==> src/design/fault_latch_pkg.sv <==
// package: register map, field layout and carrier types of the input fault latch bank
package fault_latch_pkg;

	// =====================================================================
	// bus geometry
	// =====================================================================
	localparam int APB_ADDR_W = 12;
	localparam int APB_DATA_W = 32;
	localparam int LATCH_W = 8;
	localparam int NUM_CH = 3;
	localparam int WORD_LSB = 2;

	// =====================================================================
	// register indices; byte address is four times the index
	// =====================================================================
	localparam logic [7:0] CH2_LATCH_INDEX = 8'h2f;
	localparam logic [7:0] CH3_LATCH_INDEX = 8'h30;
	localparam logic [7:0] CH4_LATCH_INDEX = 8'h31;
	localparam logic [7:0] NEG_OV_LATCH_INDEX = 8'h36;

	// =====================================================================
	// reset values
	// =====================================================================
	localparam logic [LATCH_W-1:0] LATCH_RESET = 8'h00;
	localparam logic [APB_DATA_W-1:0] RDATA_RESET = 32'h0000_0000;

	// =====================================================================
	// field positions inside one latch register
	// =====================================================================
	localparam int BIT_OPEN_INPUT = 7;
	localparam int BIT_PAIR_SHORT = 6;
	localparam int BIT_POS_GND = 5;
	localparam int BIT_NEG_GND = 4;
	localparam int BIT_POS_BIAS = 3;
	localparam int BIT_NEG_BIAS = 2;
	localparam int BIT_POS_BATT = 1;
	localparam int BIT_NEG_BATT = 0;

	// bits 7..1 clear on reading their own register, bit 0 does not
	localparam logic [LATCH_W-1:0] SELF_CLEAR_MASK = 8'hfe;
	localparam logic [LATCH_W-1:0] OV_CLEAR_MASK = 8'h01;

	// =====================================================================
	// carriers
	// =====================================================================
	typedef struct packed {
		logic open_input;
		logic pair_short;
		logic pos_to_ground;
		logic neg_to_ground;
		logic pos_to_mic_bias_supply;
		logic neg_to_mic_bias_supply;
		logic pos_to_battery;
		logic neg_to_battery;
	} fault_event_t;

	typedef struct packed {
		logic psel;
		logic penable;
		logic pwrite;
		logic [APB_ADDR_W-1:0] paddr;
		logic [APB_DATA_W-1:0] pwdata;
	} apb_req_t;

	typedef enum {
		TGT_CH2,
		TGT_CH3,
		TGT_CH4,
		TGT_NEG_OV,
		TGT_NONE
	} target_t;

endpackage : fault_latch_pkg

==> src/design/mic_input_fault_latch_status.sv <==
// latched input fault status registers of analog channels 2 to 4, on apb
//
// The APB slave port was chosen for this implementation.
module mic_input_fault_latch_status
	import fault_latch_pkg::*;
(
	// clock and reset
	input wire logic CLK_SYS,
	input wire logic RST,
	// apb slave
	input wire apb_req_t APB_REQ,
	output logic PREADY,
	output logic [APB_DATA_W-1:0] PRDATA,
	output logic PSLVERR,
	// fault detector events, one per channel
	input wire fault_event_t FAULT_CH2,
	input wire fault_event_t FAULT_CH3,
	input wire fault_event_t FAULT_CH4,
	// overvoltage latch register kept elsewhere
	input wire logic [LATCH_W-1:0] NEG_OV_LATCH_VALUE,
	output logic NEG_OV_LATCH_READ,
	// per channel latched status, ch2 in bit 0
	output logic [NUM_CH-1:0] FAULT_PENDING
);

	// =====================================================================
	// declarations
	// =====================================================================
	fault_event_t fault_in [NUM_CH];
	logic [LATCH_W-1:0] set_vec [NUM_CH];
	logic [LATCH_W-1:0] clear_vec [NUM_CH];
	logic [LATCH_W-1:0] latch [NUM_CH];
	target_t target;
	logic access;
	logic read_done;
	logic clear_low;
	logic [NUM_CH-1:0] clear_own;
	logic [APB_DATA_W-1:0] next_prdata;
	logic next_pslverr;

	// =====================================================================
	// channel inputs
	// =====================================================================
	always_comb
	begin
		fault_in[0] = FAULT_CH2;
		fault_in[1] = FAULT_CH3;
		fault_in[2] = FAULT_CH4;
	end

	// =====================================================================
	// address decode
	// =====================================================================
	fault_latch_decode u_decode
	(
		.paddr(APB_REQ.paddr),
		.target(target)
	);

	// =====================================================================
	// apb handshake
	// =====================================================================
	// one wait state: pready rises the edge after the access phase opens,
	// so the answer is always a flop and never a path through the decode
	always_comb
	begin
		access = APB_REQ.psel & APB_REQ.penable & ~PREADY;
		read_done = access & ~APB_REQ.pwrite;
	end

	always_ff @(posedge CLK_SYS or posedge RST)
	begin
		if (RST)
		begin
			PREADY <= 1'b0;
		end
		else
		begin
			PREADY <= access;
		end
	end

	// =====================================================================
	// clear strobes
	// =====================================================================
	// the clear lands on the edge the read data is captured, so for a channel read
	// the value returned and the value wiped are the same snapshot; a read of the
	// overvoltage register returns NEG_OV_LATCH_VALUE and wipes bit 0 of every channel
	always_comb
	begin
		clear_own[0] = read_done && (target == TGT_CH2);
		clear_own[1] = read_done && (target == TGT_CH3);
		clear_own[2] = read_done && (target == TGT_CH4);
		clear_low = read_done && (target == TGT_NEG_OV);
	end

	// =====================================================================
	// fault latches
	// =====================================================================
	generate
		for (genvar c = 0; c < NUM_CH; c++)
		begin : g_ch
			always_comb
			begin
				set_vec[c][BIT_OPEN_INPUT] = fault_in[c].open_input;
				set_vec[c][BIT_PAIR_SHORT] = fault_in[c].pair_short;
				set_vec[c][BIT_POS_GND] = fault_in[c].pos_to_ground;
				set_vec[c][BIT_NEG_GND] = fault_in[c].neg_to_ground;
				set_vec[c][BIT_POS_BIAS] = fault_in[c].pos_to_mic_bias_supply;
				set_vec[c][BIT_NEG_BIAS] = fault_in[c].neg_to_mic_bias_supply;
				set_vec[c][BIT_POS_BATT] = fault_in[c].pos_to_battery;
				set_vec[c][BIT_NEG_BATT] = fault_in[c].neg_to_battery;
			end

			always_comb
			begin
				clear_vec[c] = ({LATCH_W{clear_own[c]}} & SELF_CLEAR_MASK)
					| ({LATCH_W{clear_low}} & OV_CLEAR_MASK);
			end

			// reset to LATCH_RESET for all three channels
			fault_latch_cell #(
				.WIDTH(LATCH_W)
			) u_cell
			(
				.clk(CLK_SYS),
				.rst(RST),
				.set_vec(set_vec[c]),
				.clear_vec(clear_vec[c]),
				.latch(latch[c])
			);
		end
	endgenerate

	// =====================================================================
	// read data
	// =====================================================================
	// writes to the read-only latches are accepted and dropped;
	// only an address outside the map answers with an error
	always_comb
	begin
		next_prdata = RDATA_RESET;
		next_pslverr = 1'b0;
		case (target)
			TGT_CH2:
			begin
				next_prdata[LATCH_W-1:0] = latch[0];
			end
			TGT_CH3:
			begin
				next_prdata[LATCH_W-1:0] = latch[1];
			end
			TGT_CH4:
			begin
				next_prdata[LATCH_W-1:0] = latch[2];
			end
			TGT_NEG_OV:
			begin
				next_prdata[LATCH_W-1:0] = NEG_OV_LATCH_VALUE;
			end
			default:
			begin
				next_pslverr = 1'b1;
			end
		endcase
		if (APB_REQ.pwrite)
		begin
			next_prdata = RDATA_RESET;
		end
	end

	always_ff @(posedge CLK_SYS or posedge RST)
	begin
		if (RST)
		begin
			PRDATA <= RDATA_RESET;
		end
		else if (access)
		begin
			PRDATA <= next_prdata;
		end
		else if (PREADY)
		begin
			PRDATA <= RDATA_RESET;
		end
	end

	always_ff @(posedge CLK_SYS or posedge RST)
	begin
		if (RST)
		begin
			PSLVERR <= 1'b0;
		end
		else
		begin
			PSLVERR <= access & next_pslverr;
		end
	end

	// =====================================================================
	// side effects seen outside
	// =====================================================================
	// the overvoltage register itself clears on this pulse
	always_ff @(posedge CLK_SYS or posedge RST)
	begin
		if (RST)
		begin
			NEG_OV_LATCH_READ <= 1'b0;
		end
		else
		begin
			NEG_OV_LATCH_READ <= clear_low;
		end
	end

	// one cycle behind the latch; the interrupt combiner masks it elsewhere
	always_ff @(posedge CLK_SYS or posedge RST)
	begin
		if (RST)
		begin
			FAULT_PENDING <= '0;
		end
		else
		begin
			for (int c = 0; c < NUM_CH; c++)
			begin
				FAULT_PENDING[c] <= |latch[c];
			end
		end
	end

endmodule : mic_input_fault_latch_status

==> src/design/fault_latch_cell.sv <==
// one channel's eight sticky fault bits with read-clear
module fault_latch_cell
	import fault_latch_pkg::*;
#(
	parameter int WIDTH = LATCH_W
)
(
	// clock and reset
	input wire logic clk,
	input wire logic rst,
	// fault events and clears
	input wire logic [WIDTH-1:0] set_vec,
	input wire logic [WIDTH-1:0] clear_vec,
	// latched state
	output logic [WIDTH-1:0] latch
);

	// =====================================================================
	// sticky bits
	// =====================================================================
	// set is or-ed in after the clear so an event on the clearing edge survives
	always_ff @(posedge clk or posedge rst)
	begin
		if (rst)
		begin
			latch <= LATCH_RESET[WIDTH-1:0];
		end
		else
		begin
			latch <= (latch & ~clear_vec) | set_vec;
		end
	end

endmodule : fault_latch_cell

==> src/design/fault_latch_decode.sv <==
// address decode of the latch bank
module fault_latch_decode
	import fault_latch_pkg::*;
(
	// request address
	input wire logic [APB_ADDR_W-1:0] paddr,
	// decoded target
	output target_t target
);

	// =====================================================================
	// decode
	// =====================================================================
	function automatic target_t decode_index(input logic [APB_ADDR_W-1:0] addr);
		target_t t;
		t = TGT_NONE;
		if (addr[WORD_LSB-1:0] == 2'h0 && addr[APB_ADDR_W-1:WORD_LSB+8] == '0)
		begin
			case (addr[WORD_LSB+7:WORD_LSB])
				CH2_LATCH_INDEX: t = TGT_CH2;
				CH3_LATCH_INDEX: t = TGT_CH3;
				CH4_LATCH_INDEX: t = TGT_CH4;
				NEG_OV_LATCH_INDEX: t = TGT_NEG_OV;
				default: t = TGT_NONE;
			endcase
		end
		return t;
	endfunction : decode_index

	always_comb
	begin
		target = decode_index(paddr);
	end

endmodule : fault_latch_decode

==> config.mk <==
export PLATFORM = sky130hd
export DESIGN_NAME = mic_input_fault_latch_status
export DESIGN_NICKNAME = d
export VERILOG_FILES = /design/src/design/fault_latch_pkg.sv /design/src/design/mic_input_fault_latch_status.sv /design/src/design/fault_latch_cell.sv /design/src/design/fault_latch_decode.sv
export SDC_FILE = /design/constraint.sdc
export NUM_CORES = 1
export LEC_CHECK = 0
export ABC_CLOCK_PERIOD_IN_PS = 1760
export BUFFER_PORTS_ARGS = -buffer_cell sky130_fd_sc_hd__buf_2
export CELL_PAD_IN_SITES_DETAIL_PLACEMENT = 1
export CELL_PAD_IN_SITES_GLOBAL_PLACEMENT = 1
export CORE_MARGIN = 4
export CORE_UTILIZATION = 31
export DETAILED_ROUTE_END_ITERATION = 8
export PLACE_DENSITY = 0.77
export SETUP_SLACK_MARGIN = 0.1
export SLEW_MARGIN = 40
export SYNTH_ARGS = -nofsm -noshare
export SYNTH_HDL_FRONTEND = slang
export SYNTH_SLANG_ARGS = --single-unit
==> constraint.sdc <==
create_clock -name CLK_SYS -period 1.76 [get_ports CLK_SYS]
set_input_delay 0.264 -clock CLK_SYS [delete_from_list [all_inputs] [get_ports CLK_SYS]]
set_output_delay 0.264 -clock CLK_SYS [all_outputs]
set_load 0.05 [all_outputs]
### Word level (Yosys, flattened, before mapping)

Index checks and enable logic that the tools add are counted.

| cells by class | value |
|---|---|
| divide/modulo/power cells | 0 |
| add/subtract/negate cells | 0 |
| equal/unequal tests | 10 |
| multipliers | 0 |
| bitwise logic cells | 18 |
| magnitude comparators | 0 |
| reduce and logical (&&, ||, !) cells | 14 |
| mux-type cells | 7 |
| shifts and indexed selects | 0 |

Operators by type and width:

| kind | number |
|---|---|
| equality test 32 x 2 -> 1 bit (second input constant) | 3 |
| two-way mux 32 bit | 3 |
| equality test 32 x 3 -> 1 bit (second input constant) | 2 |
| zero test 32 bit | 2 |
| equality test 32 x 1 -> 1 bit (second input constant) | 1 |
| equality test 8 x 6 -> 1 bit (second input constant) | 4 |
| one-hot mux 8 bit (4 select lines) | 1 |
| bitwise AND 8 bit | 3 |
| inverter 8 bit | 3 |
| OR 8 x 1 -> 8 bit | 3 |
| OR 8 bit | 3 |
| OR reduction 8 bit | 3 |
| one-hot mux 3 bit (4 select lines) | 1 |
| two-way mux 8 bit | 1 |
| logical AND 1 bit | 5 |
| bitwise AND 1 bit | 4 |
| zero test 2 bit | 2 |
| OR reduction 4 bit | 1 |
| inverter 1 bit | 2 |
| nonzero test 2 bit | 1 |
| two-way mux 1 bit | 1 |

| word-level totals | value |
|---|---|
| input bits | 81 |
| latch bits | 0 |
| word-level logic and storage cells | 57 |
| bits in registers | 62 |
| memories kept | 0 |
| ROM bits | 0 |
| bits in writable memories | 0 |

### Longest topological paths before layout

| logic depth | value |
|---|---|
| depth after elaboration | 9 |
| depth in mapped cells | 6 |
| mapped depth without buffers | 4 |

### By module

Synthesis repeated with hierarchy kept, for this count alone.

| unflattened totals | value |
|---|---|
| cell total of the unflattened synthesis | 209 |
| area, all modules | 2,258.4 sq um |

By module, submodules not included:

| module | cells an instance | area an instance (sq um) | times used |
|---|---|---|---|
| mic_input_fault_latch_status | 89 | 1,057.3 | 1 |
| fault_latch_cell | 25 | 294.0 | 3 |
| fault_latch_decode | 45 | 319.1 | 1 |

### Worst setup path before layout

OpenSTA, ideal clock, no wires.

| path | value |
|---|---|
| path type | register to register |
| start point | reg PREADY |
| end point | reg g_ch[1].u_cell.latch[1] |
| arrival | 1.569 ns |
| stages on the path, launching flop included | 5 |
| setup slack | 0.072 ns |
| path buffers | 0 |
| required time | 1.642 ns |
| setup time | 0.118 ns |
| path through | dfrtp_1 -> nor4bb_1 -> and3_2 -> nand3_1 -> a21o_1 |

| on the way | value |
|---|---|
| cells in the longest elaborated chain, start to end | 8 |

RTL lines:

| element | line | text |
|---|---|---|
| start, declared | mic_input_fault_latch_status.sv:12 | `output logic PREADY,` |
| start signal, assigned | mic_input_fault_latch_status.sv:79 | `PREADY <= access;` |
| inverter 1 bit | mic_input_fault_latch_status.sv:67 | `access = APB_REQ.psel & APB_REQ.penable & ~PREADY;` |
| bitwise AND 1 bit | mic_input_fault_latch_status.sv:67 |  |
| bitwise AND 1 bit | mic_input_fault_latch_status.sv:68 | `read_done = access & ~APB_REQ.pwrite;` |
| logical AND 1 bit | mic_input_fault_latch_status.sv:92 | `clear_own[1] = read_done && (target == TGT_CH3);` |
| OR 8 x 1 -> 8 bit | mic_input_fault_latch_status.sv:118 | `\| ({LATCH_W{clear_low}} & OV_CLEAR_MASK);` |
| inverter 8 bit | fault_latch_cell.sv:30 | `latch <= (latch & ~clear_vec) \| set_vec;` |
| bitwise AND 8 bit | fault_latch_cell.sv:30 |  |
| OR 8 bit | fault_latch_cell.sv:30 |  |
| end signal, assigned | fault_latch_cell.sv:26 | `latch <= LATCH_RESET[WIDTH-1:0];` |
| end signal, assigned | fault_latch_cell.sv:30 |  |
| end, declared | fault_latch_cell.sv:15 | `output logic [WIDTH-1:0] latch` |

No other way between the ends.
A chain may end at the register's enable or synchronous reset.

### Worst setup path in the final report

| path | value |
|---|---|
| start point | reg PREADY |
| end point | reg g_ch[0].u_cell.latch[6] |

| on the way | value |
|---|---|
| cells in the longest elaborated chain, start to end | 8 |

RTL lines:

| element | line | text |
|---|---|---|
| inverter 1 bit | mic_input_fault_latch_status.sv:67 |  |
| bitwise AND 1 bit | mic_input_fault_latch_status.sv:67 |  |
| bitwise AND 1 bit | mic_input_fault_latch_status.sv:68 |  |
| logical AND 1 bit | mic_input_fault_latch_status.sv:91 | `clear_own[0] = read_done && (target == TGT_CH2);` |
| OR 8 x 1 -> 8 bit | mic_input_fault_latch_status.sv:118 |  |
| inverter 8 bit | fault_latch_cell.sv:30 |  |
| bitwise AND 8 bit | fault_latch_cell.sv:30 |  |
| OR 8 bit | fault_latch_cell.sv:30 |  |
| end signal, assigned | fault_latch_cell.sv:26 |  |
| end signal, assigned | fault_latch_cell.sv:30 |  |
| end, declared | fault_latch_cell.sv:15 |  |

No other way between the ends.

==> impl_metrics.yaml <==
worst_setup_path:
  worst_path_max_stage_delay_ps: 420
  cp_cell_sequence: "nor4bb_4 > and3_4 > o221ai_2 > a21o_1"
  cpLargestDelayFamily: "simple AND/OR/NAND/NOR gates"
  worstRegToRegCells: 4
  ff2ff_setup_slack_ps: 210
  worstPathBufferInverterCount: 0
  endpoint_kind: "register"
  critical_path.startpoint_type: "register"
  cpMaxStageDelayCell: "dfrtp_2"
  critical_path_fanouts_max: 7
  worst_ep_required_time_ps: 1950
  worstSetupPathType: "reg -> reg"
  regToRegStartpoint: "PREADY"
  worstPathArrival_ps: 1730
  timing.rr.end: "g_ch[0].u_cell.latch[6]"
finish:
  fillerInstances: 700
  num-nets-final: 324
  drive_gt1_share_pct: 38.0
  n_antenna_cell: 0
  synthToLayoutAreaGrowth_pct: 22.6
  final_common_cell: "buf_2"
  finish.utilization_pct: 39.5
  most-common-layout-cells: "buf_2 (62), dfrtp_1 (37), a21o_1 (25)"
sta:
  report.final.setup_viol: 0
  timing.final.hold_violations: 0
  max-slew-margin-rel_pct: 62.1
  tns_ps: 0
  fin_crit_ps: 1550
  timing.fmax_mhz: 646
  timing.final.max_slew_violations: 0
  timing_worst_slew_pin_value_ps: 569
  min_period_over_period_pct: 88.0
  fin_skew_ps: 3.89
  rsz0062_at_grt: "false"
power:
  overall_power_mw: 1.75
  power.share.sequential_pct: 50.0
  leakagePower_nw: 1.02
  share_clk_of_total_power_pct: 33.6
  vdd_drop_max_v: 0.000262
  powerDensity_mw_per_mm2: 746
  fraction_of_power_spent_switching_nets_pct: 28.4
  power.combinational.fraction_pct: 16.3
  internal-power_mw: 1.26
  power_switching_mw: 0.499
grt:
  antenna_violations_before_repair: 0
  global_route_usage_sum_pct: 14.7
  grt_overflow_total: 0
  pin_count_of_the_biggest_net_entering_global_routing: 39
  number_of_global_route_vias_before_repair: 1659
  first_pass_grt_wire_length_um: 8290
clock_tree:
  cts-buffers-inserted: 5
  cts.path.max_buffers: 2
  cts_tree: "built"
  htree_num_levels: 2
  clk_pin_slew_worst_paths_ps: 70
  post_cts_buffers: 0
  clkLatencyLatePin_ps: 290
  cts_sinks: 38
  clock-root-buffer: "clkbuf_8"
  cts_hold_repair.buffers: 0
drt:
  num_vias: 1547
  drt-total-wl_um: 5110
  via_to_cell_ratio: 4.88
  drc: 0
  initialDrtViolationCount: 91
  drtPass1Iterations: 4
  wl_per_cell_um: 16.1
  postRouteAntennaNets: 0
floorplan:
  chipWidth_um: 86.7
  chipHeight_um: 86.7
  ios: 119
  area_of_the_die_mm2: 0.00751
  core.rowCount: 28
  initial_utilization_pct: 32.2
  core_area_mm2: 0.00596
synthesis:
  post_synth_main_area_contributors: "dfrtp_1 (50%), a21o_1 (9.8%), buf_4 (9.4%)"
  synthesis.instances: 174
  synth_area_per_cell_um2: 11.0
  synthDistinctLibCells: 30
  synth_sequential_area_ratio_pct: 49.5
  yosys_warnings: 0
  yosysTopAreaCell: "dfrtp_1"
  synth_seq_cells: 38
  synthDominantCellAreaShare_pct: 49.5
  netlist_area_before_placement_mm2: 0.00192
outcome:
  run_status: "finished clean"
place:
  numPortBuffers: 62
  dp.final_hpwl_um: 4150
  place.gp.congestion: 0.799
min_path:
  type_of_the_most_critical_hold_path: "in -> async"
run:
  maxCapViolations: 0
synthesized netlist by cell type:
library cell	count
nor4_1	7
nor2_1	3
nor3b_1	2
nand3b_1	1
a21boi_4	1
nand4_1	2
or4b_1	1
a22o_1	8
nand2_1	8
a2bb2oi_1	1
nor4bb_1	1
buf_6	1
dfrtp_1	38
a221o_1	8
or2_2	1
conb_1	1
or3b_1	1
inv_1	2
o221ai_2	1
buf_4	24
or3b_2	8
nand3_1	9
a311oi_1	1
and3_2	2
o41ai_1	1
buf_2	5
a21oi_1	9
a21o_1	25
nor2b_1	1
nor2_2	1
stage by stage:
stage,std cells,hold slack [ps],setup slack [ps],area [um^2]
6_report,317,83.1,211,2350
5_1_grt,317,121,127,2350
4_1_cts,317,92.4,130,2340
3_5_place_dp,311,410,5.76,2250
3_3_place_gp,311,395,40.7,2250
2_1_floorplan,197,356,165,2010
cell families (layout without fill, tap and decap cells):
| group | after synthesis | after routing | share of synthesized area [%] |
|---|---|---|---|
| AOI/OAI and AO/OA | 55 | 55 | 23.1 |
| buffers and inverters | 32 | 77 | 11.7 |
| DFF | 38 | 38 | 49.5 |
| other | 1 | 24 | 0.195 |
| and+or+nand+nor | 48 | 48 | 15.5 |
tightest hold or removal path, delay by kind of cell:
family / cells / cell delay [ps]
buf+inv: 3 / 540
metal layers:
metal | track usage (%) | up-vias | wire length, um
met5 | 0 | - | 0
met4 | 5.52 | 0 | 87
met3 | 4.47 | 8 | 353
met2 | 24.3 | 51 | 2540
met1 | 17.9 | 748 | 2130
li1 | - | 740 | -
layout make-up:
cell class	instances	area [um^2]	share of cell area, %
inverter	2	7.51	0.319
multi-input combinational	127	855	36.3
timing repair buffer	69	363	15.4
tap	75	93.8	3.99
sequential	38	952	40.5
clock buffer	6	82.6	3.51
registers in the layout, indices dropped and copies added (netlist names):
register           flops
g_ch.u_cell.latch     24
PRDATA                 8
FAULT_PENDING          3
NEG_OV_LATCH_READ      1
PREADY                 1
PSLVERR                1
power groups by stage:
stage | logic (mW) | registers, mW | clock network [mW]
after detailed placement | 0.283 | 0.893 | 0
after global placement | 0.278 | 0.893 | 0
final | 0.287 | 0.878 | 0.590
after global routing | 0.311 | 0.877 | 0.636
after CTS | 0.285 | 0.877 | 0.609
after floorplan | 0.225 | 0.903 | 0
how the worst max path moves through the flow:
stage,start,end,slack [ps],depth (start not counted)
floorplan,PREADY,g_ch[1].u_cell.latch[1],160,4
global placement,APB_REQ[41],g_ch[1].u_cell.latch[4],40,5
detailed placement,PREADY,g_ch[1].u_cell.latch[5],6,4
CTS,PREADY,g_ch[0].u_cell.latch[6],130,4
global route,PREADY,g_ch[0].u_cell.latch[7],130,4
finish,PREADY,g_ch[0].u_cell.latch[6],210,4
repair_timing:
action | CTS | global route
cloned | 0 | 0
gates resized for setup | 2 | 2
endpoints found under the setup margin | 14 | 29
Power figures use the tool's default switching activity.
